<file path="src/ubsc_pkg.sv">
// Package of constants for the utility bus select control block
// Function
// - Buffer enable only for enabled decoded peripherals and floppy DMA acknowledge
// - Enable starts at command falling edge
// - Release at command rise, or at address change for an ISA master
// - DMA: enable follows floppy DMA acknowledge
// - No floppy enable when strap low
// - No enable when DMA acknowledge ignored
// - No enable on status read, IDE off
// - No enable for disabled peripheral decode
// - Reset drives buffer enable high
// - Three-bit select code from the map entry of the decoded hit
// - Reset drives select code all high
// - Bank select low decoder one, high two
// - Clock latch strobe: bank active two ticks
// - Bank select high when idle or reset
// - Bit zero write pulses soft reset low
// - Bit zero must clear before next pulse
// - Reset: soft reset high, bit cleared
// - Address twenty override follows bit one
// - Address twenty override low in reset
// - Status read with IDE off drives inverted disk change
// - Primary or secondary status by setting
// - Disk change strap sampled at reset release
package ubsc_pkg;
   // Register byte addresses
   localparam logic [7:0] UBSC_OFF_PORT92 = 8'h92;
   localparam logic [7:0] UBSC_OFF_ENABLE = 8'h00;
   localparam logic [7:0] UBSC_OFF_MAP = 8'h04;
   localparam logic [7:0] UBSC_OFF_STATUS = 8'h08;
   // Port 92 field positions
   localparam int UBSC_P92_RST_BIT = 0;
   localparam int UBSC_P92_A20_BIT = 1;
   // Enable register field positions
   localparam int UBSC_EN_PERIPH_LSB = 0;
   localparam int UBSC_EN_SECONDARY_BIT = 8;
   localparam int UBSC_EN_IDE_BIT = 9;
   localparam int UBSC_EN_IGN_DACK_BIT = 10;
   // Reset values
   localparam logic [7:0] UBSC_PORT92_RST = 8'h00;
   localparam logic [10:0] UBSC_ENABLE_RST = 11'h000;
   // Peripheral count and index of the floppy and clock entries
   localparam int UBSC_NPERIPH = 8;
   localparam int UBSC_FLOPPY_IDX = 0;
   localparam int UBSC_RTC_IDX = 1;
   // Timing in system clock periods and clock rate
   localparam int UBSC_CLK_MHZ = 125;
   localparam int UBSC_SYSCLK_KHZ = 8333;
   localparam int UBSC_SYSCLK_DIV =
      (UBSC_CLK_MHZ * 1000) / UBSC_SYSCLK_KHZ;
   localparam int UBSC_SOFTRST_SYSCLKS = 4;
   localparam int UBSC_RTC_SYSCLKS = 2;
   // Floppy status locations
   localparam logic [15:0] UBSC_FSTAT_PRI = 16'h03F7;
   localparam logic [15:0] UBSC_FSTAT_SEC = 16'h0377;
   // AXI responses
   localparam logic [1:0] UBSC_RESP_OKAY = 2'h0;
   localparam logic [1:0] UBSC_RESP_SLVERR = 2'h2;
endpackage

</file>
<file path="src/ubsc_top.sv">
// Utility bus select control: buffer enable, select codes, port 92
`timescale 1ns/1ps
module ubsc_top #(
   parameter int NPERIPH = ubsc_pkg::UBSC_NPERIPH
) (
   // Clock and reset
   input wire logic clk_sys,
   input wire logic sys_rst,
   // PCI reset pin
   input wire logic pci_reset_in_n,
   // ISA commands and address from pins
   input wire logic ior_n,
   input wire logic iow_n,
   input wire logic memr_n,
   input wire logic memw_n,
   input wire logic [16:0] sa,
   input wire logic [23:17] la,
   input wire logic isa_master,
   // Peripheral decode hits from the address decoder, one per entry
   input wire logic [NPERIPH-1:0] periph_hit,
   input wire logic rtc_ale_cycle,
   // Floppy DMA and disk change pins
   input wire logic floppy_dma_ack_n,
   input wire logic disk_change_in,
   // Utility bus outputs
   output logic utility_buffer_oe_n,
   output logic [2:0] encoded_select_code,
   output logic decoder_bank_select_n,
   output logic soft_cpu_reset_n,
   output logic addr20_override,
   // System data bit 7 drive, enable low while driving
   output logic sd7_out,
   output logic sd7_oe_n,
   // AXI4-Lite write address
   input wire logic [7:0] s_axi_awaddr,
   input wire logic s_axi_awvalid,
   output logic s_axi_awready,
   // AXI4-Lite write data
   input wire logic [31:0] s_axi_wdata,
   input wire logic [3:0] s_axi_wstrb,
   input wire logic s_axi_wvalid,
   output logic s_axi_wready,
   // AXI4-Lite write response
   output logic [1:0] s_axi_bresp,
   output logic s_axi_bvalid,
   input wire logic s_axi_bready,
   // AXI4-Lite read address
   input wire logic [7:0] s_axi_araddr,
   input wire logic s_axi_arvalid,
   output logic s_axi_arready,
   // AXI4-Lite read data
   output logic [31:0] s_axi_rdata,
   output logic [1:0] s_axi_rresp,
   output logic s_axi_rvalid,
   input wire logic s_axi_rready
);
   import ubsc_pkg::*;

   initial begin
      if (NPERIPH < 2 || NPERIPH > 8)
         $error("NPERIPH must lie between 2 and 8");
   end

   typedef enum logic [1:0] {
      UBSC_P_IDLE = 2'b00,
      UBSC_P_LOW = 2'b01,
      UBSC_P_WAIT = 2'b10
   } ubsc_pulse_e;

   // Two-stage synchronisers for every pin input
   localparam int SW = 35;
   logic [SW-1:0] pin_raw;
   logic [SW-1:0] sync1_q;
   logic [SW-1:0] sync2_q;
   assign pin_raw = {pci_reset_in_n, ior_n, iow_n, memr_n, memw_n,
                     sa, la, isa_master, floppy_dma_ack_n,
                     disk_change_in, rtc_ale_cycle, 2'h0};

   // Sync chain; first stage is read only by the second
   always_ff @(posedge clk_sys or posedge sys_rst) begin
      if (sys_rst) begin
         sync1_q <= {SW{1'b1}};
         sync2_q <= {SW{1'b1}};
      end else begin
         sync1_q <= pin_raw;
         sync2_q <= sync1_q;
      end
   end

   // Synchronised views
   logic pci_reset_in_n_n_s, ior_s, iow_s, memr_s, memw_s, ism_s;
   logic dack_s, disk_change_in_s, rtc_s;
   logic [23:0] addr_s;
   assign pci_reset_in_n_n_s = sync2_q[34];
   assign ior_s = ~sync2_q[33];
   assign iow_s = ~sync2_q[32];
   assign memr_s = ~sync2_q[31];
   assign memw_s = ~sync2_q[30];
   logic [16:0] sa_s;
   logic [6:0] la_s;
   assign sa_s = sync2_q[29:13];
   assign la_s = sync2_q[12:6];
   // Full synchronised address, used by the change detector
   assign addr_s = {la_s, sa_s};
   assign ism_s = sync2_q[5];
   assign dack_s = ~sync2_q[4];
   assign disk_change_in_s = sync2_q[3];
   assign rtc_s = sync2_q[2];

   // Reset from the synchronised PCI reset pin only; system reset acts on its own
   logic rst_any;
   assign rst_any = ~pci_reset_in_n_n_s;

   // Registers
   logic [7:0] port92_q;
   logic [10:0] enable_q;
   logic [NPERIPH*4-1:0] map_q;
   logic floppy_present_q;
   logic pci_reset_in_n_seen_q;

   // Strap capture at trailing edge of PCI reset
   always_ff @(posedge clk_sys or posedge sys_rst) begin
      if (sys_rst) begin
         pci_reset_in_n_seen_q <= 1'b0;
         floppy_present_q <= 1'b0;
      end else begin
         pci_reset_in_n_seen_q <= rst_any;
         if (pci_reset_in_n_seen_q && !rst_any)
            floppy_present_q <= disk_change_in_s;
      end
   end

   // Decode qualification per peripheral
   logic [NPERIPH-1:0] hit_ok;
   genvar gi;
   generate
      for (gi = 0; gi < NPERIPH; gi++) begin : g_hit
         // Floppy entry also needs the strap
         if (gi == UBSC_FLOPPY_IDX) begin : g_fl
            assign hit_ok[gi] = periph_hit[gi] & enable_q[gi] &
                                floppy_present_q;
         end else begin : g_ot
            assign hit_ok[gi] = periph_hit[gi] & enable_q[gi];
         end
      end
   endgenerate

   // Floppy status location match
   logic [15:0] fstat_addr;
   logic fstat_read;
   assign fstat_addr = enable_q[UBSC_EN_SECONDARY_BIT] ?
                       UBSC_FSTAT_SEC : UBSC_FSTAT_PRI;
   assign fstat_read = ior_s && sa_s[15:0] == fstat_addr &&
                       floppy_present_q && enable_q[UBSC_FLOPPY_IDX];

   // Priority encode of the selected entry through the map table
   logic any_hit;
   logic [3:0] sel_map;
   always_comb begin
      any_hit = 1'b0;
      sel_map = 4'hF;
      for (int i = NPERIPH - 1; i >= 0; i--) begin
         if (hit_ok[i]) begin
            any_hit = 1'b1;
            sel_map = map_q[i*4 +: 4];
         end
      end
   end

   // Address change detection for ISA master release
   logic [23:0] addr_prev_q;
   logic addr_chg;
   assign addr_chg = addr_prev_q != addr_s;

   // Command state
   logic cmd_act;
   logic cmd_prev_q;
   logic ign_dack;
   logic oe_block;
   assign cmd_act = ior_s | iow_s | memr_s | memw_s;
   assign ign_dack = enable_q[UBSC_EN_IGN_DACK_BIT];
   assign oe_block = ign_dack |
                     (fstat_read & ~enable_q[UBSC_EN_IDE_BIT]);

   // Buffer output enable, active low
   logic oe_q;
   always_ff @(posedge clk_sys or posedge sys_rst) begin
      if (sys_rst) begin
         oe_q <= 1'b0;
         cmd_prev_q <= 1'b0;
         addr_prev_q <= 24'h0;
      end else if (rst_any) begin
         oe_q <= 1'b0;
         cmd_prev_q <= 1'b0;
         addr_prev_q <= 24'h0;
      end else begin
         cmd_prev_q <= cmd_act;
         addr_prev_q <= {la_s, sa_s};
         if (oe_block) begin
            oe_q <= 1'b0;
         end else if (dack_s) begin
            // DMA: follow the acknowledge
            oe_q <= floppy_present_q & enable_q[UBSC_FLOPPY_IDX];
         end else if (cmd_act && !cmd_prev_q && any_hit) begin
            oe_q <= 1'b1;
         end else if (ism_s ? addr_chg : !cmd_act) begin
            oe_q <= 1'b0;
         end
      end
   end
   assign utility_buffer_oe_n = ~oe_q;

   // Divider for system clock ticks
   localparam int DW = 8;
   logic [DW-1:0] div_q;
   logic tick;
   assign tick = div_q == DW'(UBSC_SYSCLK_DIV - 1);
   always_ff @(posedge clk_sys or posedge sys_rst) begin
      if (sys_rst)
         div_q <= '0;
      else if (tick)
         div_q <= '0;
      else
         div_q <= div_q + 1'b1;
   end

   // Clock latch strobe stretch of two ticks
   logic [1:0] rtc_cnt_q;
   logic iow_prev_q;
   always_ff @(posedge clk_sys or posedge sys_rst) begin
      if (sys_rst) begin
         rtc_cnt_q <= 2'h0;
         iow_prev_q <= 1'b0;
      end else if (rst_any) begin
         rtc_cnt_q <= 2'h0;
         iow_prev_q <= 1'b0;
      end else begin
         iow_prev_q <= iow_s;
         if (rtc_s && iow_s && !iow_prev_q)
            rtc_cnt_q <= 2'(UBSC_RTC_SYSCLKS);
         else if (tick && rtc_cnt_q != 2'h0)
            rtc_cnt_q <= rtc_cnt_q - 1'b1;
      end
   end

   // Select code and bank select registered outputs
   logic [2:0] code_q;
   logic bank_q;
   always_ff @(posedge clk_sys or posedge sys_rst) begin
      if (sys_rst) begin
         code_q <= 3'h7;
         bank_q <= 1'b1;
      end else if (rst_any) begin
         code_q <= 3'h7;
         bank_q <= 1'b1;
      end else if (rtc_cnt_q != 2'h0) begin
         code_q <= map_q[UBSC_RTC_IDX*4 +: 3];
         bank_q <= map_q[UBSC_RTC_IDX*4 + 3];
      end else if (any_hit) begin
         code_q <= sel_map[2:0];
         bank_q <= sel_map[3];
      end else begin
         code_q <= 3'h7;
         bank_q <= 1'b1;
      end
   end
   assign encoded_select_code = code_q;
   assign decoder_bank_select_n = bank_q;

   // Inverted disk change onto data bit 7
   always_ff @(posedge clk_sys or posedge sys_rst) begin
      if (sys_rst) begin
         sd7_out <= 1'b0;
         sd7_oe_n <= 1'b1;
      end else begin
         sd7_out <= ~disk_change_in_s;
         // Resident IDE answers the status read itself, so stay off
         sd7_oe_n <= ~(fstat_read & ~enable_q[UBSC_EN_IDE_BIT] &
                       ~rst_any);
      end
   end

   // Soft reset pulse state machine
   ubsc_pulse_e pst_q;
   logic [7:0] pcnt_q;
   localparam int PULSE_CYC = UBSC_SOFTRST_SYSCLKS * UBSC_SYSCLK_DIV;
   always_ff @(posedge clk_sys or posedge sys_rst) begin
      if (sys_rst) begin
         pst_q <= UBSC_P_IDLE;
         pcnt_q <= 8'h00;
      end else if (rst_any) begin
         pst_q <= UBSC_P_IDLE;
         pcnt_q <= 8'h00;
      end else begin
         unique case (pst_q)
            UBSC_P_IDLE: begin
               if (port92_q[UBSC_P92_RST_BIT]) begin
                  pst_q <= UBSC_P_LOW;
                  pcnt_q <= 8'(PULSE_CYC - 1);
               end
            end
            UBSC_P_LOW: begin
               if (pcnt_q == 8'h00)
                  pst_q <= UBSC_P_WAIT;
               else
                  pcnt_q <= pcnt_q - 1'b1;
            end
            UBSC_P_WAIT: begin
               if (!port92_q[UBSC_P92_RST_BIT])
                  pst_q <= UBSC_P_IDLE;
            end
            default: pst_q <= UBSC_P_IDLE;
         endcase
      end
   end
   assign soft_cpu_reset_n = pst_q != UBSC_P_LOW;
   assign addr20_override = port92_q[UBSC_P92_A20_BIT];

   // AXI write channel capture
   logic aw_q, w_q, bv_q;
   logic [7:0] awaddr_q;
   logic [31:0] wdata_q;
   logic [3:0] wstrb_q;
   assign s_axi_awready = !aw_q && !bv_q;
   assign s_axi_wready = !w_q && !bv_q;
   assign s_axi_bvalid = bv_q;
   logic wr_go;
   assign wr_go = aw_q && w_q && !bv_q;
   logic wr_hit;
   assign wr_hit = awaddr_q == UBSC_OFF_PORT92 ||
                   awaddr_q == UBSC_OFF_ENABLE ||
                   awaddr_q == UBSC_OFF_MAP;

   // Write handshake, accepts address and data in either order
   always_ff @(posedge clk_sys or posedge sys_rst) begin
      if (sys_rst) begin
         aw_q <= 1'b0;
         w_q <= 1'b0;
         bv_q <= 1'b0;
         awaddr_q <= 8'h00;
         wdata_q <= 32'h0;
         wstrb_q <= 4'h0;
         s_axi_bresp <= UBSC_RESP_OKAY;
      end else begin
         if (s_axi_awvalid && s_axi_awready) begin
            aw_q <= 1'b1;
            awaddr_q <= s_axi_awaddr;
         end
         if (s_axi_wvalid && s_axi_wready) begin
            w_q <= 1'b1;
            wdata_q <= s_axi_wdata;
            wstrb_q <= s_axi_wstrb;
         end
         if (wr_go) begin
            aw_q <= 1'b0;
            w_q <= 1'b0;
            bv_q <= 1'b1;
            s_axi_bresp <= wr_hit ? UBSC_RESP_OKAY : UBSC_RESP_SLVERR;
         end else if (bv_q && s_axi_bready) begin
            bv_q <= 1'b0;
         end
      end
   end

   // Register storage; PCI reset clears port 92
   always_ff @(posedge clk_sys or posedge sys_rst) begin
      if (sys_rst) begin
         port92_q <= UBSC_PORT92_RST;
         enable_q <= UBSC_ENABLE_RST;
         map_q <= '1;
      end else if (rst_any) begin
         port92_q <= UBSC_PORT92_RST;
         enable_q <= UBSC_ENABLE_RST;
         map_q <= '1;
      end else if (wr_go) begin
         if (awaddr_q == UBSC_OFF_PORT92 && wstrb_q[0])
            port92_q <= wdata_q[7:0];
         if (awaddr_q == UBSC_OFF_ENABLE) begin
            if (wstrb_q[0])
               enable_q[7:0] <= wdata_q[7:0];
            if (wstrb_q[1])
               enable_q[10:8] <= wdata_q[10:8];
         end
         if (awaddr_q == UBSC_OFF_MAP) begin
            for (int b = 0; b < NPERIPH / 2; b++) begin
               if (wstrb_q[b])
                  map_q[b*8 +: 8] <= wdata_q[b*8 +: 8];
            end
         end
      end
   end

   // Read channel: one-cycle answer, held until rready
   logic rv_q;
   assign s_axi_arready = !rv_q;
   assign s_axi_rvalid = rv_q;
   logic [31:0] rmux;
   always_comb begin
      rmux = 32'h0;
      unique case (s_axi_araddr)
         UBSC_OFF_PORT92: rmux = {24'h0, port92_q};
         UBSC_OFF_ENABLE: rmux = {21'h0, enable_q};
         UBSC_OFF_MAP: rmux = 32'(map_q);
         UBSC_OFF_STATUS: rmux = {27'h0, floppy_present_q, oe_q,
                                  pst_q == UBSC_P_WAIT,
                                  pst_q == UBSC_P_LOW, disk_change_in_s};
         default: rmux = 32'h0;
      endcase
   end
   always_ff @(posedge clk_sys or posedge sys_rst) begin
      if (sys_rst) begin
         rv_q <= 1'b0;
         s_axi_rdata <= 32'h0;
         s_axi_rresp <= UBSC_RESP_OKAY;
      end else if (s_axi_arvalid && !rv_q) begin
         rv_q <= 1'b1;
         s_axi_rdata <= rmux;
         s_axi_rresp <= (s_axi_araddr == UBSC_OFF_PORT92 ||
                         s_axi_araddr == UBSC_OFF_ENABLE ||
                         s_axi_araddr == UBSC_OFF_MAP ||
                         s_axi_araddr == UBSC_OFF_STATUS) ?
                        UBSC_RESP_OKAY : UBSC_RESP_SLVERR;
      end else if (rv_q && s_axi_rready) begin
         rv_q <= 1'b0;
      end
   end

   // Padding bits of the synchroniser bundle are never read
   logic unused_ok;
   assign unused_ok = ^sync2_q[1:0];
endmodule

</file>
<file path="config.mk">
export PLATFORM = sky130hd
export DESIGN_NAME = ubsc_top
export DESIGN_NICKNAME = d
export VERILOG_FILES = /design/src/ubsc_pkg.sv /design/src/ubsc_top.sv
export SDC_FILE = /design/constraint.sdc
export NUM_CORES = 1
export LEC_CHECK = 0
export BUFFER_PORTS_ARGS = -buffer_cell sky130_fd_sc_hd__clkbuf_2
export CORE_MARGIN = 2
export CORE_UTILIZATION = 50
export DETAILED_ROUTE_END_ITERATION = 6
export PLACE_DENSITY = 0.75
export SLEW_MARGIN = 40
export SYNTH_ARGS = -nofsm -noshare
export SYNTH_HDL_FRONTEND = slang
export SYNTH_SLANG_ARGS = --single-unit
</file>
<file path="constraint.sdc">
create_clock -name clk_sys -period 22.3 [get_ports clk_sys]
set_input_delay 6.69 -clock clk_sys [delete_from_list [all_inputs] [get_ports clk_sys]]
set_output_delay 6.69 -clock clk_sys [all_outputs]
set_load 0.01 [all_outputs]
</file>
* Word-level counts from Yosys, hierarchy flattened
Cells that the tools add are included.
Storage, ports and cells: register bits 260, input port bits 100, output and inout port bits 50, logic and storage cells 206
Cells by class: $add $sub $neg 3, equality and inequality tests 26, muxes and demuxes 70, bitwise gates (word level) 25, reduce and logical (&&, ||, !) cells 49
Operators with widths (number):
- $pmux 32 s4 | 1
- $mux 32 | 3
- $mux 8 | 12
- $mux 11 | 3
- $mux 4 | 8
- $mux 1 | 27
- $logic_not 8->1 | 3
- $mux 24 | 1
- $ne 24x24->1 | 1
- $reduce_and 3->1 | 8
- $logic_and 1x1->1 | 19
- $mux 2 | 9
- $ne 2x1->1 const B | 9
- $eq 16x10->1 | 1
- $eq 8x3->1 const B | 2
- $eq 8x4->1 const B | 2
- $eq 8x8->1 const B | 2
- $pmux 8 s2 | 1
- $and 1x1->1 | 12
- $mux 3 | 4
- $ne 3x3->1 const B | 4
- $reduce_bool 2->1 | 5
- $not 1->1 | 9
- $add 8x1->8 const B | 1
- 12 further kinds | 26

* Depth between registers and ports, before layout
Gate-level depths: netlist of the first run.
depth in word-level cells 14, depth in mapped cells 7, depth with buffers taken out 7

* Worst setup path before layout of the first run
No wires, ideal clock.
path type input port to flip-flop, start point in s_axi_araddr[7], end point reg s_axi_rdata[8], setup time 0.076 ns, arrival time 7.827 ns, required time 22.224 ns, path slack 14.397 ns, cell stages on the path 7, buffers on the path 2, cell sequence or3_4 -> nor3_4 -> and2_1 -> buf_4 -> buf_6 -> a22oi_1 -> o21ai_1
Between the ends: word-level cells in the longest chain between the ends 2, elaborated cells between the ends (all ways) 5, those cells by class 3 x eq/ne; 1 x mux; 1 x reduce/logical
Ends and longest elaborated chain:
- start, declared | RTL line ubsc_top.sv:48 | input wire logic [7:0] s_axi_araddr,
- $eq 8x4->1, or another cell as far along | RTL line ubsc_top.sv:400 | unique case (s_axi_araddr)
- $pmux 32 s4 (*) | RTL line ubsc_top.sv:400
- end signal, assigned | RTL line ubsc_top.sv:417 | s_axi_rdata <= rmux;
- end, declared | RTL line ubsc_top.sv:52 | output logic [31:0] s_axi_rdata,
Mark *: on every way between the ends. The rest lies on a longest branch, timed or not. A chain may end at the register's enable or synchronous reset.

* Worst setup path after layout of the first run
start point reg pst_q[0], end point out soft_cpu_reset_n
Between the ends: word-level cells in the longest chain between the ends 1
Ends and longest elaborated chain:
- start, declared | RTL line ubsc_top.sv:284 | ubsc_pulse_e pst_q;
- start signal, assigned | RTL line ubsc_top.sv:289 | pst_q <= UBSC_P_IDLE;
- start signal, assigned | RTL line ubsc_top.sv:292 | pst_q <= UBSC_P_IDLE;
- start signal, assigned | RTL line ubsc_top.sv:298 | pst_q <= UBSC_P_LOW;
- $ne 2x1->1 | RTL line ubsc_top.sv:316 | assign soft_cpu_reset_n = pst_q != UBSC_P_LOW;
- end, declared | RTL line ubsc_top.sv:29 | output logic soft_cpu_reset_n,
Every way passes these cells.

==> results.txt, run 1 <==
Port buffering added 147 buffers. Clock tree synthesis found a total of 254 sinks. The clock latency reported for the late side of the worst-skew pair came out at 0.54 ns. Derived from the worst setup path, the maximum achievable clock frequency is 114 MHz. The maximum single-stage delay on the critical path works out to 0.57 ns. The worst-case IR drop observed on VDD is 0.0656 mV.

The die is 147 µm tall. The count of max-cap constraint violations came out at 0. A synthesized cell averages 11.6 µm².

The tools report the cell area after technology mapping as 10200 µm². Type of the worst min-delay path: reg -> reg. Most numerous cell on the critical path: inv_1. In the finished design, the share of the clock period the worst path needs comes to 39.2%. In the final design database the tool counted 1124 nets.

Together, buffers and inverters on the worst path number 3. The worst setup path is launched from a flip-flop. The first global-routing pass estimated 36.2 mm of wire.

After detailed routing, the number of remaining DRC violations is 3. The final weighted congestion in routability-driven placement was 0.813. For the pin with the worst max-slew slack, the measured transition is 0.723 ns. Counting distinct cell types in the post-synthesis netlist gives 68. No sink is reached through more buffers than the 3 on the longest clock path. Leading register cell type out of synthesis: dfrtp_1. The tools report the via count of the first global-routing pass as 6977. Wires add up to 22.3 mm.

The share of the core filled with cells was 59.9%; the initial antenna violation count was 0. The flow ran to the end, but the final reports show violations. For this configuration, the core starts out at a cell density of 50.7%. The clock transition time at the flip-flop clock pins of the worst setup and hold paths is 0.06 ns.

In the final routed layout, each cell accounts on average for 17.0 µm. The floorplan has 52 rows. For the final routed database, the setup TNS stands at 0 ns. The tools report the capturing element type of the critical path as a primary output. In the final layout, the share of cells above drive strength 1 is 34.2%. The number of DRC violations after detailed-routing iteration 0 is 525, and the overall routing resource usage is 20.9%. The number of hold violations in the final report is 0. The total grt overflow is 0, and the via count is 6992. The level count of the clock H-tree is 1. In this run the power density over the cells is 105 nW/µm². Of all nets on the critical path, the largest fanout is 11. The tree is rooted in a clkbuf_16. Traced cell by cell, the critical path runs through inv_1 > nor2_1 > inv_1 > clkbuf_2.

The required time reported for the critical path endpoint is 15.61 ns, and the post-synthesis async set-or-reset flop share is 100%. The count of pins on the block boundary is 150, and the number of flops mapped to enable cells by yosys is 0. The instance count of the mapped netlist came out at 878. For the worst setup path, the data arrival time is 2.06 ns. After clock tree synthesis, the repair step resized 0 gates. 0 antenna diodes ended up in the layout.

For this run, the detailed router's first-pass iteration total came to 7. The area of the core region was 20200 µm². The tools report the hold buffer count at cts as 0.

Using the TritonRoute via totals, the vias-per-cell ratio works out to 5.34. In the layout the commonest cells are dfrtp_1 (151), clkbuf_2 (147), dfstp_2 (103). Number of cells on the critical path: 4. The die is 147 µm wide. The worst pin sits at a relative slew slack of 51.6%. The cell area after placement was 11200 µm². Setup violations remaining at the end of the flow were counted as 0. Once the clock tree was built, the setup fixing pass inserted 0 buffers. After routing the design area is 12100 µm².

Counting cells, the worst reg-to-reg path comes to 7. Leakage power total: 5.53 nW. The setup path with the least slack is of type reg -> out. Shortest clock period the worst path allows after layout: 8.75 ns. The pin count of the biggest net entering global routing is 123, and the number of synthesized register bits is 254.

The tools report the number of max-slew violations in the final report as 0. Setup repair after global routing left no endpoint under its margin. Sequential elements use 63.5% of the synthesized area. TritonCTS built the clock tree.

The number of CTS-inserted buffers is 26, and the number of stages on the worst hold path is 0. Area growth from synthesis to layout: 18.2%. HPWL reported at the end of detailed placement: 15.5 mm. The run gives 0.0242 ns as the clock skew after layout. The cell type group with the largest total delay on the critical path was simple AND/OR/NAND/NOR gates. Among all stages on the critical path, the largest delay is contributed by nor2_1.

The remaining number of nets flagged by the antenna check after routing was 0. The final reports fail on DRC. During synthesis, Yosys emitted a total of 0 warnings. The library cell used most frequently in the layout, excluding fill and tap cells, is dfrtp_1. The tools report the die outline area as 21600 µm².
Yosys cell counts (3+ instances only):
library cell	count	area, µm²
a21o_1	3	22.5
a221oi_1	3	26.3
nand4_1	6	37.5
a31oi_1	24	150
buf_2	8	40.0
nand4b_1	4	35.0
dfrtp_1	151	3780
xor2_1	14	123
a21oi_1	32	160
o21ai_0	31	155
o21ai_1	15	75.1
nor3_1	27	135
ha_1	5	62.6
nor2_1	61	229
nand2_1	99	372
xnor2_1	18	158
or3_1	4	25.0
nand3_1	32	160
a31o_2	4	35.0
clkbuf_1	22	82.6
nor4_1	9	56.3
nor2b_1	3	18.8
a222oi_1	4	40.0
buf_4	7	52.6
o221ai_1	4	35.0
and3_1	4	25.0
mux2_2	29	327
dfstp_2	103	2710
a2111oi_0	3	26.3
a22o_1	6	52.6
inv_1	51	191
and2_1	30	188
mux2i_1	13	130
a21boi_1	3	22.5
cell families after synthesis:
group / Yosys count / synth area share (%)
AND/OR/NAND/NOR: 302 / 15.0
flip-flops: 254 / 63.5
AO/OA/AOI/OAI: 150 / 9.79
buffers and inverters: 92 / 3.88
multiplexers: 42 / 4.47
XOR/XNOR: 32 / 2.74
adder cells (fa/ha/maj): 5 / 0.612
other: 1 / 0.0367
registers in the layout, summed over array words and instances (netlist names), 4 cells and up:
register and flops:
wstrb_q 4, sync1_q 33, wdata_q 32, s_axi_rdata 32, div_q 8, map_q 32
awaddr_q 8, enable_q 11, addr_prev_q 24, pcnt_q 8, sync2_q 33, port92_q 8
per-layer routing:
layer,GRT usage (%),routed length [µm]
met1,30.1,9780
met4,6.88,685
met5,0,0
met3,2.92,1300
met2,33.3,10500
cell type report:
| type | count | area, µm² |
|---|---|---|
| clock inverters | 10 | 121 |
| repair buffers | 153 | 797 |
| inverters | 51 | 204 |
| clock buffers | 38 | 776 |
| fillers | 1651 | 8090 |
| multi-input cells | 533 | 3360 |
| well taps | 270 | 338 |
| flip-flops and latches | 254 | 6480 |
metrics by stage:
step                      instances  setup slack (ns)  hold WS, ns  power [mW]
after CTS                      1309             13.57        0.356        1.28
after floorplan                 879              8.80        0.345       0.765
after global placement         1260             13.44        0.346       0.828
after detailed placement       1261             13.77        0.347       0.838
after global routing           1309             13.40        0.359        1.34
final                          1309             13.55        0.351        1.27
path summary, 6_finish.rpt:
path	start	to	slack, ns
setup / recovery	pst_q[0]$_DFFE_PP0P_	soft_cpu_reset_n	13.55
hold / removal	sync1_q[32]$_DFF_PP1_	sync2_q[32]$_DFF_PP1_	0.35
setup reg to reg	sync2_q[34]$_DFF_PP1_	map_q[7]$_DFFE_PP1P_	19.34
hold reg to reg	sync1_q[32]$_DFF_PP1_	sync2_q[32]$_DFF_PP1_	0.35
max in group asynchronous	sys_rst	map_q[24]$_DFFE_PP1P_	14.87
min in group asynchronous	sys_rst	addr_prev_q[22]$_DFF_PP0_	6.25
where the power goes:
group | switching, mW | leakage, nW | total, mW | internal [mW]
registers | 0.0722 | 3.04 | 0.640 | 0.568
logic | 0.106 | 2.06 | 0.192 | 0.0860
clock network | 0.177 | 0.439 | 0.442 | 0.265
total | 0.355 | 5.53 | 1.27 | 0.919
Power figures use the tool's default switching activity.
==> run 2: changes to the inputs <==
Clock period 22.3 ns to 8.26 ns, I/O delays scaled along.
==> run 2 against run 1 <==
The flow now finishes without violations. Critical path depth unchanged. Combinational power grew to 2.7 times the previous value. Sequential power increased to 2.7 times the previous value. Sequential share of layout area hardly changed. Die area unchanged. Flip-flop and latch count is the same. Hold slack got worse by 0.0030 ns. Wire length is 1.5% lower. Clock-buffer cell count fell by 2. Setup slack got worse by 9.8 ns.
==> results.txt, run 2 (synthesized netlist as in run 1, its figures left out) <==
The count of input and output buffers is 147 (unchanged), and the level count of the clock H-tree is 1 (unchanged). The actual slew at the worst max-slew pin is 0.718 ns (was 0.723 ns), and the number of optimization iterations in the first detailed-route pass is 6 (was 7). For the clock latency reported for the late side of the worst-skew pair, the log shows 0.51 ns (was 0.54 ns).

The worst hold slack is 0.348 ns (was 0.351 ns). The die outline area was 21600 µm² (unchanged); the maximum single-stage delay on the critical path was 0.56 ns (was 0.57 ns). The leakage power total is 5.54 nW (was 5.53 nW), and the required time reported for the critical path endpoint is 5.78 ns (was 15.61 ns). The fraction of final layout cells with drive strength greater than 1 was 34.0% (was 34.2%); the area growth from synthesis to layout was 18.2% (about the same). The number of antenna cells inserted came out at 0 (unchanged). Category of the worst setup path launch point: a flip-flop (unchanged). The number of CTS-inserted buffers was 26 (unchanged). The run gives 0 (unchanged) as the number of instances resized during post-cts repair.

The number of hold violations in the final report is 0 (unchanged), and the switching power summed over all nets is 943 µW (was 355 µW). Commonest non-fill, non-tap cells in the layout: dfrtp_1 (151), clkbuf_2 (147), dfstp_2 (103) (unchanged). The logs give 15.2 mm (was 15.5 mm) for the HPWL reported at the end of detailed placement and 1664 (was 1651) for the number of fill cells. The maximum clock rate came out at 222 MHz.

The capturing element type of the critical path is a primary output (unchanged). Critical path, cell by cell: inv_1 > nor2_1 > inv_1 > clkbuf_2 (unchanged). First-pass GRT wire length: 35.7 mm (was 36.2 mm). Cell area after placement: 11200 µm² (about the same).

The remaining number of nets flagged by the antenna check after routing was 0 (unchanged); the number of clock sinks was 254 (unchanged). The worst relative slew slack was 51.9% (was 51.6%). The cell type group with the largest total delay on the critical path is simple AND/OR/NAND/NOR gates (unchanged). The number of rows created at floorplan is 52 (unchanged). The run finished with clean final reports. The shortest clock period the worst path allows after layout works out to 4.50 ns. Most numerous cell on the critical path: inv_1 (unchanged). The clock skew after layout was 0.0130 ns (was 0.0242 ns).

The residual DRC count came out at 0 (was 3). The tools report the cell at the root of the clock tree as clkbuf_16 (unchanged). Cell with the largest stage delay on the worst path: nor2_1 (unchanged).

The clock transition time at the flip-flop clock pins of the worst setup and hold paths came out at 0.06 ns (about the same). Sum of buffers and inverters on the critical path: 3 (unchanged). Multi-input logic area: 3360 µm² (about the same). The tools report the sequential fraction of design power as 50.3% (was 50.2%). The die height was 147 µm (unchanged). The tools report the count of max-cap constraint violations as 0 (unchanged). The logs give 0 (unchanged) for the total grt overflow and 0 (unchanged) for the number of max-slew violations in the final report. The wire length reported by the detailed router was 22.0 mm (was 22.3 mm); the combinational fraction of design power was 15.1% (about the same). The run gives 0.821 (was 0.813) as the final weighted congestion in routability-driven placement. The run gives 20.7% (was 20.9%) as the overall routing resource usage.

Leading cell type in the layout, fill and taps excluded: dfrtp_1 (unchanged). The critical path class was reg -> out (unchanged). The width of the chip came out at 147 µm (unchanged). Top flop regs: sync1_q: 33 flops, sync2_q: 33 flops (unchanged). The average wire length per cell after detail routing was 16.8 µm (was 17.0 µm); the initial antenna violation count was 0 (unchanged). The largest driver fanout on the critical path is 11 (unchanged), and the number of DRC violations after detailed-routing iteration 0 is 524 (was 525). The pin count of the biggest net entering global routing is 164 (was 123), and the part of the cycle the worst path needs is 54.5%. The tools report the hold buffer count at cts as 0 (unchanged). TritonCTS built the clock tree. The area of the core region is 20200 µm² (unchanged). The via count of the first global-routing pass is 6910 (was 6977), and the proportion of total power due to net switching is 27.4% (was 27.9%).

For the number of buffers between clock root and the deepest sink, the log shows 3 (unchanged). The overall power after layout is 3.44 mW (was 1.27 mW). The run gives 6480 µm² (unchanged) as the total area of sequential cells.

Final sum of negative setup slack: 0 ns (unchanged). Setup repair after global routing left no endpoint under its margin. Total non-filler cell area in the finished layout: 12100 µm² (about the same). The starting density of the core is 50.7% (unchanged). Post-layout net count: 1123 (was 1124). The detail-routed via count per cell came out at 5.35 (was 5.34). For the via count, the log shows 6994 (was 6992). The buffers inserted during post-CTS setup optimization came out at 0 (unchanged). The tools report the number of setup violations in the final report as 0 (unchanged). The data arrival time of the critical path is 2.03 ns (was 2.06 ns), and the maximum VDD drop is 0.170 mV (was 0.0656 mV). The run gives 2.49 mW (was 919 µW) as the internal power contribution.

The tools report the count of pins on the block boundary as 150 (unchanged). The type of the worst min-delay path is reg -> reg (unchanged). The clock group share of total power is 34.5% (was 34.7%). The power density over the cells works out to 284 nW/µm² (was 105 nW/µm²).
## run 2: power groups by stage
| stage | sequential [mW] | combinational, mW | clock (mW) |
|---|---|---|---|
| floorplan | 1.68 | 0.389 | 0 |
| CTS | 1.73 | 0.523 | 1.21 |
| finish | 1.73 | 0.520 | 1.19 |
| global route | 1.76 | 0.583 | 1.27 |
| global placement | 1.74 | 0.500 | 0 |
| detailed placement | 1.75 | 0.520 | 0 |
## run 2: worst paths after layout
path / from / endpoint / slack, ns / cells past startpoint
worst min-delay path: sync1_q[14]$_DFF_PP1_ / sync2_q[14]$_DFF_PP1_ / 0.35 / 0
worst max-delay path: pst_q[0]$_DFFE_PP0P_ / soft_cpu_reset_n / 3.76 / 4
worst max register to register: sync2_q[34]$_DFF_PP1_ / map_q[8]$_DFFE_PP1P_ / 5.66 / 7
max in group asynchronous: sys_rst / sync1_q[14]$_DFF_PP1_ / 5.16 / 4
worst min register to register: sync1_q[14]$_DFF_PP1_ / sync2_q[14]$_DFF_PP1_ / 0.35 / 0
min in group asynchronous: sys_rst / s_axi_rdata[15]$_DFFE_PP0P_ / 1.95 / 2
## run 2: metal layers
| metal | routed length (µm) | global-route usage [%] | up-vias |
|---|---|---|---|
| met2 | 10500 | 33.5 | 208 |
| met4 | 503 | 6.44 | 0 |
| li1 | - | - | 3285 |
| met1 | 9480 | 29.2 | 3474 |
| met3 | 1490 | 3.39 | 27 |
| met5 | 0 | 0 | - |
## run 2: final cells by class
cell class | count | area share (%)
repair buffers | 152 | 6.70
inverters | 51 | 1.62
well taps | 270 | 2.80
multi-input cells | 533 | 27.9
flip-flops and latches | 254 | 53.7
clock inverters | 12 | 1.14
clock buffers | 36 | 6.20
## run 2: through the flow
stage	instances	utilization [%]	setup WS [ns]
2_1_floorplan	879	-	2.52
3_3_place_gp	1259	55.2	3.64
3_5_place_dp	1259	55.4	3.93
4_1_cts	1307	59.8	3.74
5_1_grt	1308	59.9	3.57
6_report	1308	59.9	3.76
==> run 3: changes to the inputs <==
Settings changed: PLACE_DENSITY 0.75 to 0.78.
Clock period 8.26 ns to 4.1 ns, I/O delays scaled along.
==> run 3 against run 2 <==
Critical path type unchanged. Utilization up 0.24 points. Flip-flop and latch count unchanged. Sequential share of layout area down 0.21 points. Wire length up 3.4%. Clock-buffer cell count up 2. Design area up 0.39%. Non-clock buffer count up 6. Clock skew up 0.0020 ns. Hold slack worse by 0.00067 ns. Setup slack worse by 2.5 ns. Sequential power up 100%. Largest power group unchanged. Clock power up 100%.
==> results.txt, run 3 (synthesized netlist as in run 1, its figures left out) <==
The actual slew at the worst max-slew pin works out to 0.647 ns (was 0.718 ns). The run gives 56.9% (was 51.9%) as the worst relative slew slack. The overall routing resource usage came out at 21.4% (was 20.7%). The number of max-slew violations in the final report is 0 (unchanged), and the number of fill cells is 1600 (was 1664). The cell at the root of the clock tree was clkbuf_16 (unchanged). The width of the chip is 147 µm (unchanged), and the detail-routed via count per cell is 5.37 (was 5.35). Clock latency reported for the late side of the worst-skew pair: 0.52 ns (was 0.51 ns). The run gives 0.0151 ns (was 0.0130 ns) as the clock skew after layout.

Setup repair after global routing left no endpoint under its margin. Maximum VDD drop: 0.369 mV (was 0.170 mV). The worst slack after detailed placement is 1.20 ns (was 3.93 ns), and the count of pins on the block boundary is 150 (unchanged). The required time reported for the critical path endpoint is 2.87 ns (was 5.78 ns), and the HPWL reported at the end of detailed placement is 15.5 mm (was 15.2 mm). The largest driver fanout on the critical path is 11 (unchanged). The clock transition time at the flip-flop clock pins of the worst setup and hold paths came out at 0.06 ns (about the same). The run gives 22.7 mm (was 22.0 mm) as the wire length reported by the detailed router. For the number of hold violations in the final report, the log shows 0 (unchanged). The number of cells in the finished layout apart from fillers is 1316 (was 1308). The number of cell instances on the worst register-to-register path is 7 (unchanged), and the pin count of the biggest net entering global routing is 93 (was 164). The count of placed standard cells including taps is 1266 (was 1259), and the initial antenna violation count is 1 (was 0). The residual DRC count came out at 0 (unchanged). The fraction of final layout cells with drive strength greater than 1 works out to 34.5% (was 34.0%). The tools report the startpoint of the most critical register-to-register path as sync2_q[34]$_DFF_PP1_ (unchanged). Termination of the worst setup path: soft_cpu_reset_n (unchanged). The via count of the first global-routing pass was 7102 (was 6910); the area of the core region was 20200 µm² (unchanged). The tools report the number of buffers between clock root and the deepest sink as 3 (unchanged). The met3 global-route usage came out at 3.32% (was 3.39%). Number of rows created at floorplan: 52 (unchanged). Most crowded layer after global routing: met2 (unchanged). Dividing the final minimum period by the clock period gives 69.4%. The average wire length per cell after detail routing was 17.3 µm (was 16.8 µm). Number of DRC violations after detailed-routing iteration 0: 599 (was 524).

The shortest clock period the worst path allows after layout came out at 2.84 ns. TritonCTS built the clock tree. For the final sum of negative setup slack, the log shows 0 ns (unchanged). Leakage power total: 5.56 nW (was 5.54 nW).

Critical path class: reg -> out (unchanged). The die height came out at 147 µm (unchanged). The tools report the final weighted congestion in routability-driven placement as 0.844 (was 0.821).

For the worst setup slack for register-to-register paths, the log shows 1.51 ns (was 5.66 ns). The tools report the total area of sequential cells as 6480 µm² (unchanged). Top flop regs: sync1_q: 33 flops, sync2_q: 33 flops (unchanged). The number of CTS-inserted buffers came out at 26 (unchanged).

The die outline area is 21600 µm² (unchanged). For the met2 usage, the log shows 35.0% (was 33.5%). The area growth from synthesis to layout came out at 18.7% (was 18.2%). The tools report the number of optimization iterations in the first detailed-route pass as 5 (was 6).

The category of the worst setup path launch point was a flip-flop (unchanged). Static timing analysis puts the maximum clock frequency at 352 MHz. The worst setup path startpoint is pst_q[0]$_DFFE_PP0P_ (unchanged). The count of input and output buffers was 147 (unchanged); the count of max-cap constraint violations was 0 (unchanged). The number of clock sinks was 254 (unchanged). The tools report the minimum setup slack in the final design as 1.26 ns (was 3.76 ns).

Type of the worst min-delay path: reg -> reg (unchanged). The destination of the worst register-to-register timing path is map_q[10]$_DFFE_PP1P_ (was map_q[8]$_DFFE_PP1P_). The leading cell type in the layout, fill and taps excluded was dfrtp_1 (unchanged). For the via count, the log shows 7069 (was 6994). The remaining number of nets flagged by the antenna check after routing was 0 (unchanged). The total grt overflow was 0 (unchanged); the power density over the cells was 574 nW/µm² (was 284 nW/µm²). The run finished with clean final reports.

The global-route met1 utilization is 29.8% (was 29.2%), and the multi-input logic area is 3350 µm² (was 3360 µm²). The post-layout net count was 1129 (was 1123). Commonest non-fill, non-tap cells in the layout: dfrtp_1 (151), clkbuf_2 (147), dfstp_2 (103) (unchanged). For the number of instances resized during post-cts repair, the log shows 0 (unchanged).

The starting density of the core was 50.7% (unchanged). For the hold buffer count at cts, the log shows 0 (unchanged). The level count of the clock H-tree was 1 (unchanged); the buffers inserted during post-CTS setup optimization was 0 (unchanged). The data arrival time of the critical path was 1.61 ns (was 2.03 ns); the number of setup violations in the final report was 0 (unchanged). The first-pass GRT wire length is 36.9 mm (was 35.7 mm). Capturing element type of the critical path: a primary output (unchanged).
==> run 3: area by class of cell <==
| type | count | area share [%] |
|---|---|---|
| clock inverters | 10 | 0.887 |
| clock buffers | 38 | 6.58 |
| diodes | 2 | 0.0413 |
| repair buffers | 158 | 6.95 |
| well taps | 270 | 2.79 |
| inverters | 51 | 1.61 |
| multi-input cells | 533 | 27.7 |
| flip-flops and latches | 254 | 53.5 |
==> run 3: worst min-delay path by stage <==
| stage | depth (start not counted) | startpoint | slack (ns) | to |
|---|---|---|---|---|
| 6_report | 0 | sync1_q[23]$_DFF_PP1_ | 0.35 | sync2_q[23]$_DFF_PP1_ |
| 5_1_grt | 0 | sync1_q[10]$_DFF_PP1_ | 0.35 | sync2_q[10]$_DFF_PP1_ |
| 4_1_cts | 0 | sync1_q[23]$_DFF_PP1_ | 0.35 | sync2_q[23]$_DFF_PP1_ |
| 3_5_place_dp | 0 | sync1_q[18]$_DFF_PP1_ | 0.35 | sync2_q[18]$_DFF_PP1_ |
| 3_3_place_gp | 0 | sync1_q[7]$_DFF_PP1_ | 0.35 | sync2_q[7]$_DFF_PP1_ |
| 2_1_floorplan | 0 | sync1_q[10]$_DFF_PP1_ | 0.35 | sync2_q[10]$_DFF_PP1_ |
==> run 3: per-stage QoR <==
| step | cell area [µm²] | total power [mW] | hold WS [ns] | util, % |
|---|---|---|---|---|
| floorplan | 10200 | 4.16 | 0.345 | - |
| global placement | 11200 | 4.51 | 0.346 | 55.6 |
| detailed placement | 11200 | 4.56 | 0.347 | 55.6 |
| CTS | 12100 | 7.01 | 0.345 | 60.1 |
| global route | 12100 | 7.31 | 0.354 | 60.1 |
| finish | 12100 | 6.96 | 0.348 | 60.1 |
==> run 3: power by group <==
part | leakage (nW) | internal [mW] | total, mW | switching [mW]
clock network | 0.449 | 1.48 | 2.43 | 0.951
logic | 2.08 | 0.470 | 1.05 | 0.580
registers | 3.04 | 3.09 | 3.49 | 0.398
total | 5.56 | 5.04 | 6.96 | 1.93
==> run 3: layer usage <==
layer / share of wire (%) / up-vias
met5: 0 / -
met4: 2.6 / 0
met3: 6.3 / 47
met2: 48 / 247
met1: 43 / 3470
li1: - / 3305
==> run 3: critical path: stages, from the launching register on <==
cell and delay, ns:
dfrtp_1 0.41, inv_1 0.14, nor2_1 0.05, buf_4 0.18, inv_1 0.16, clkbuf_2 0.16
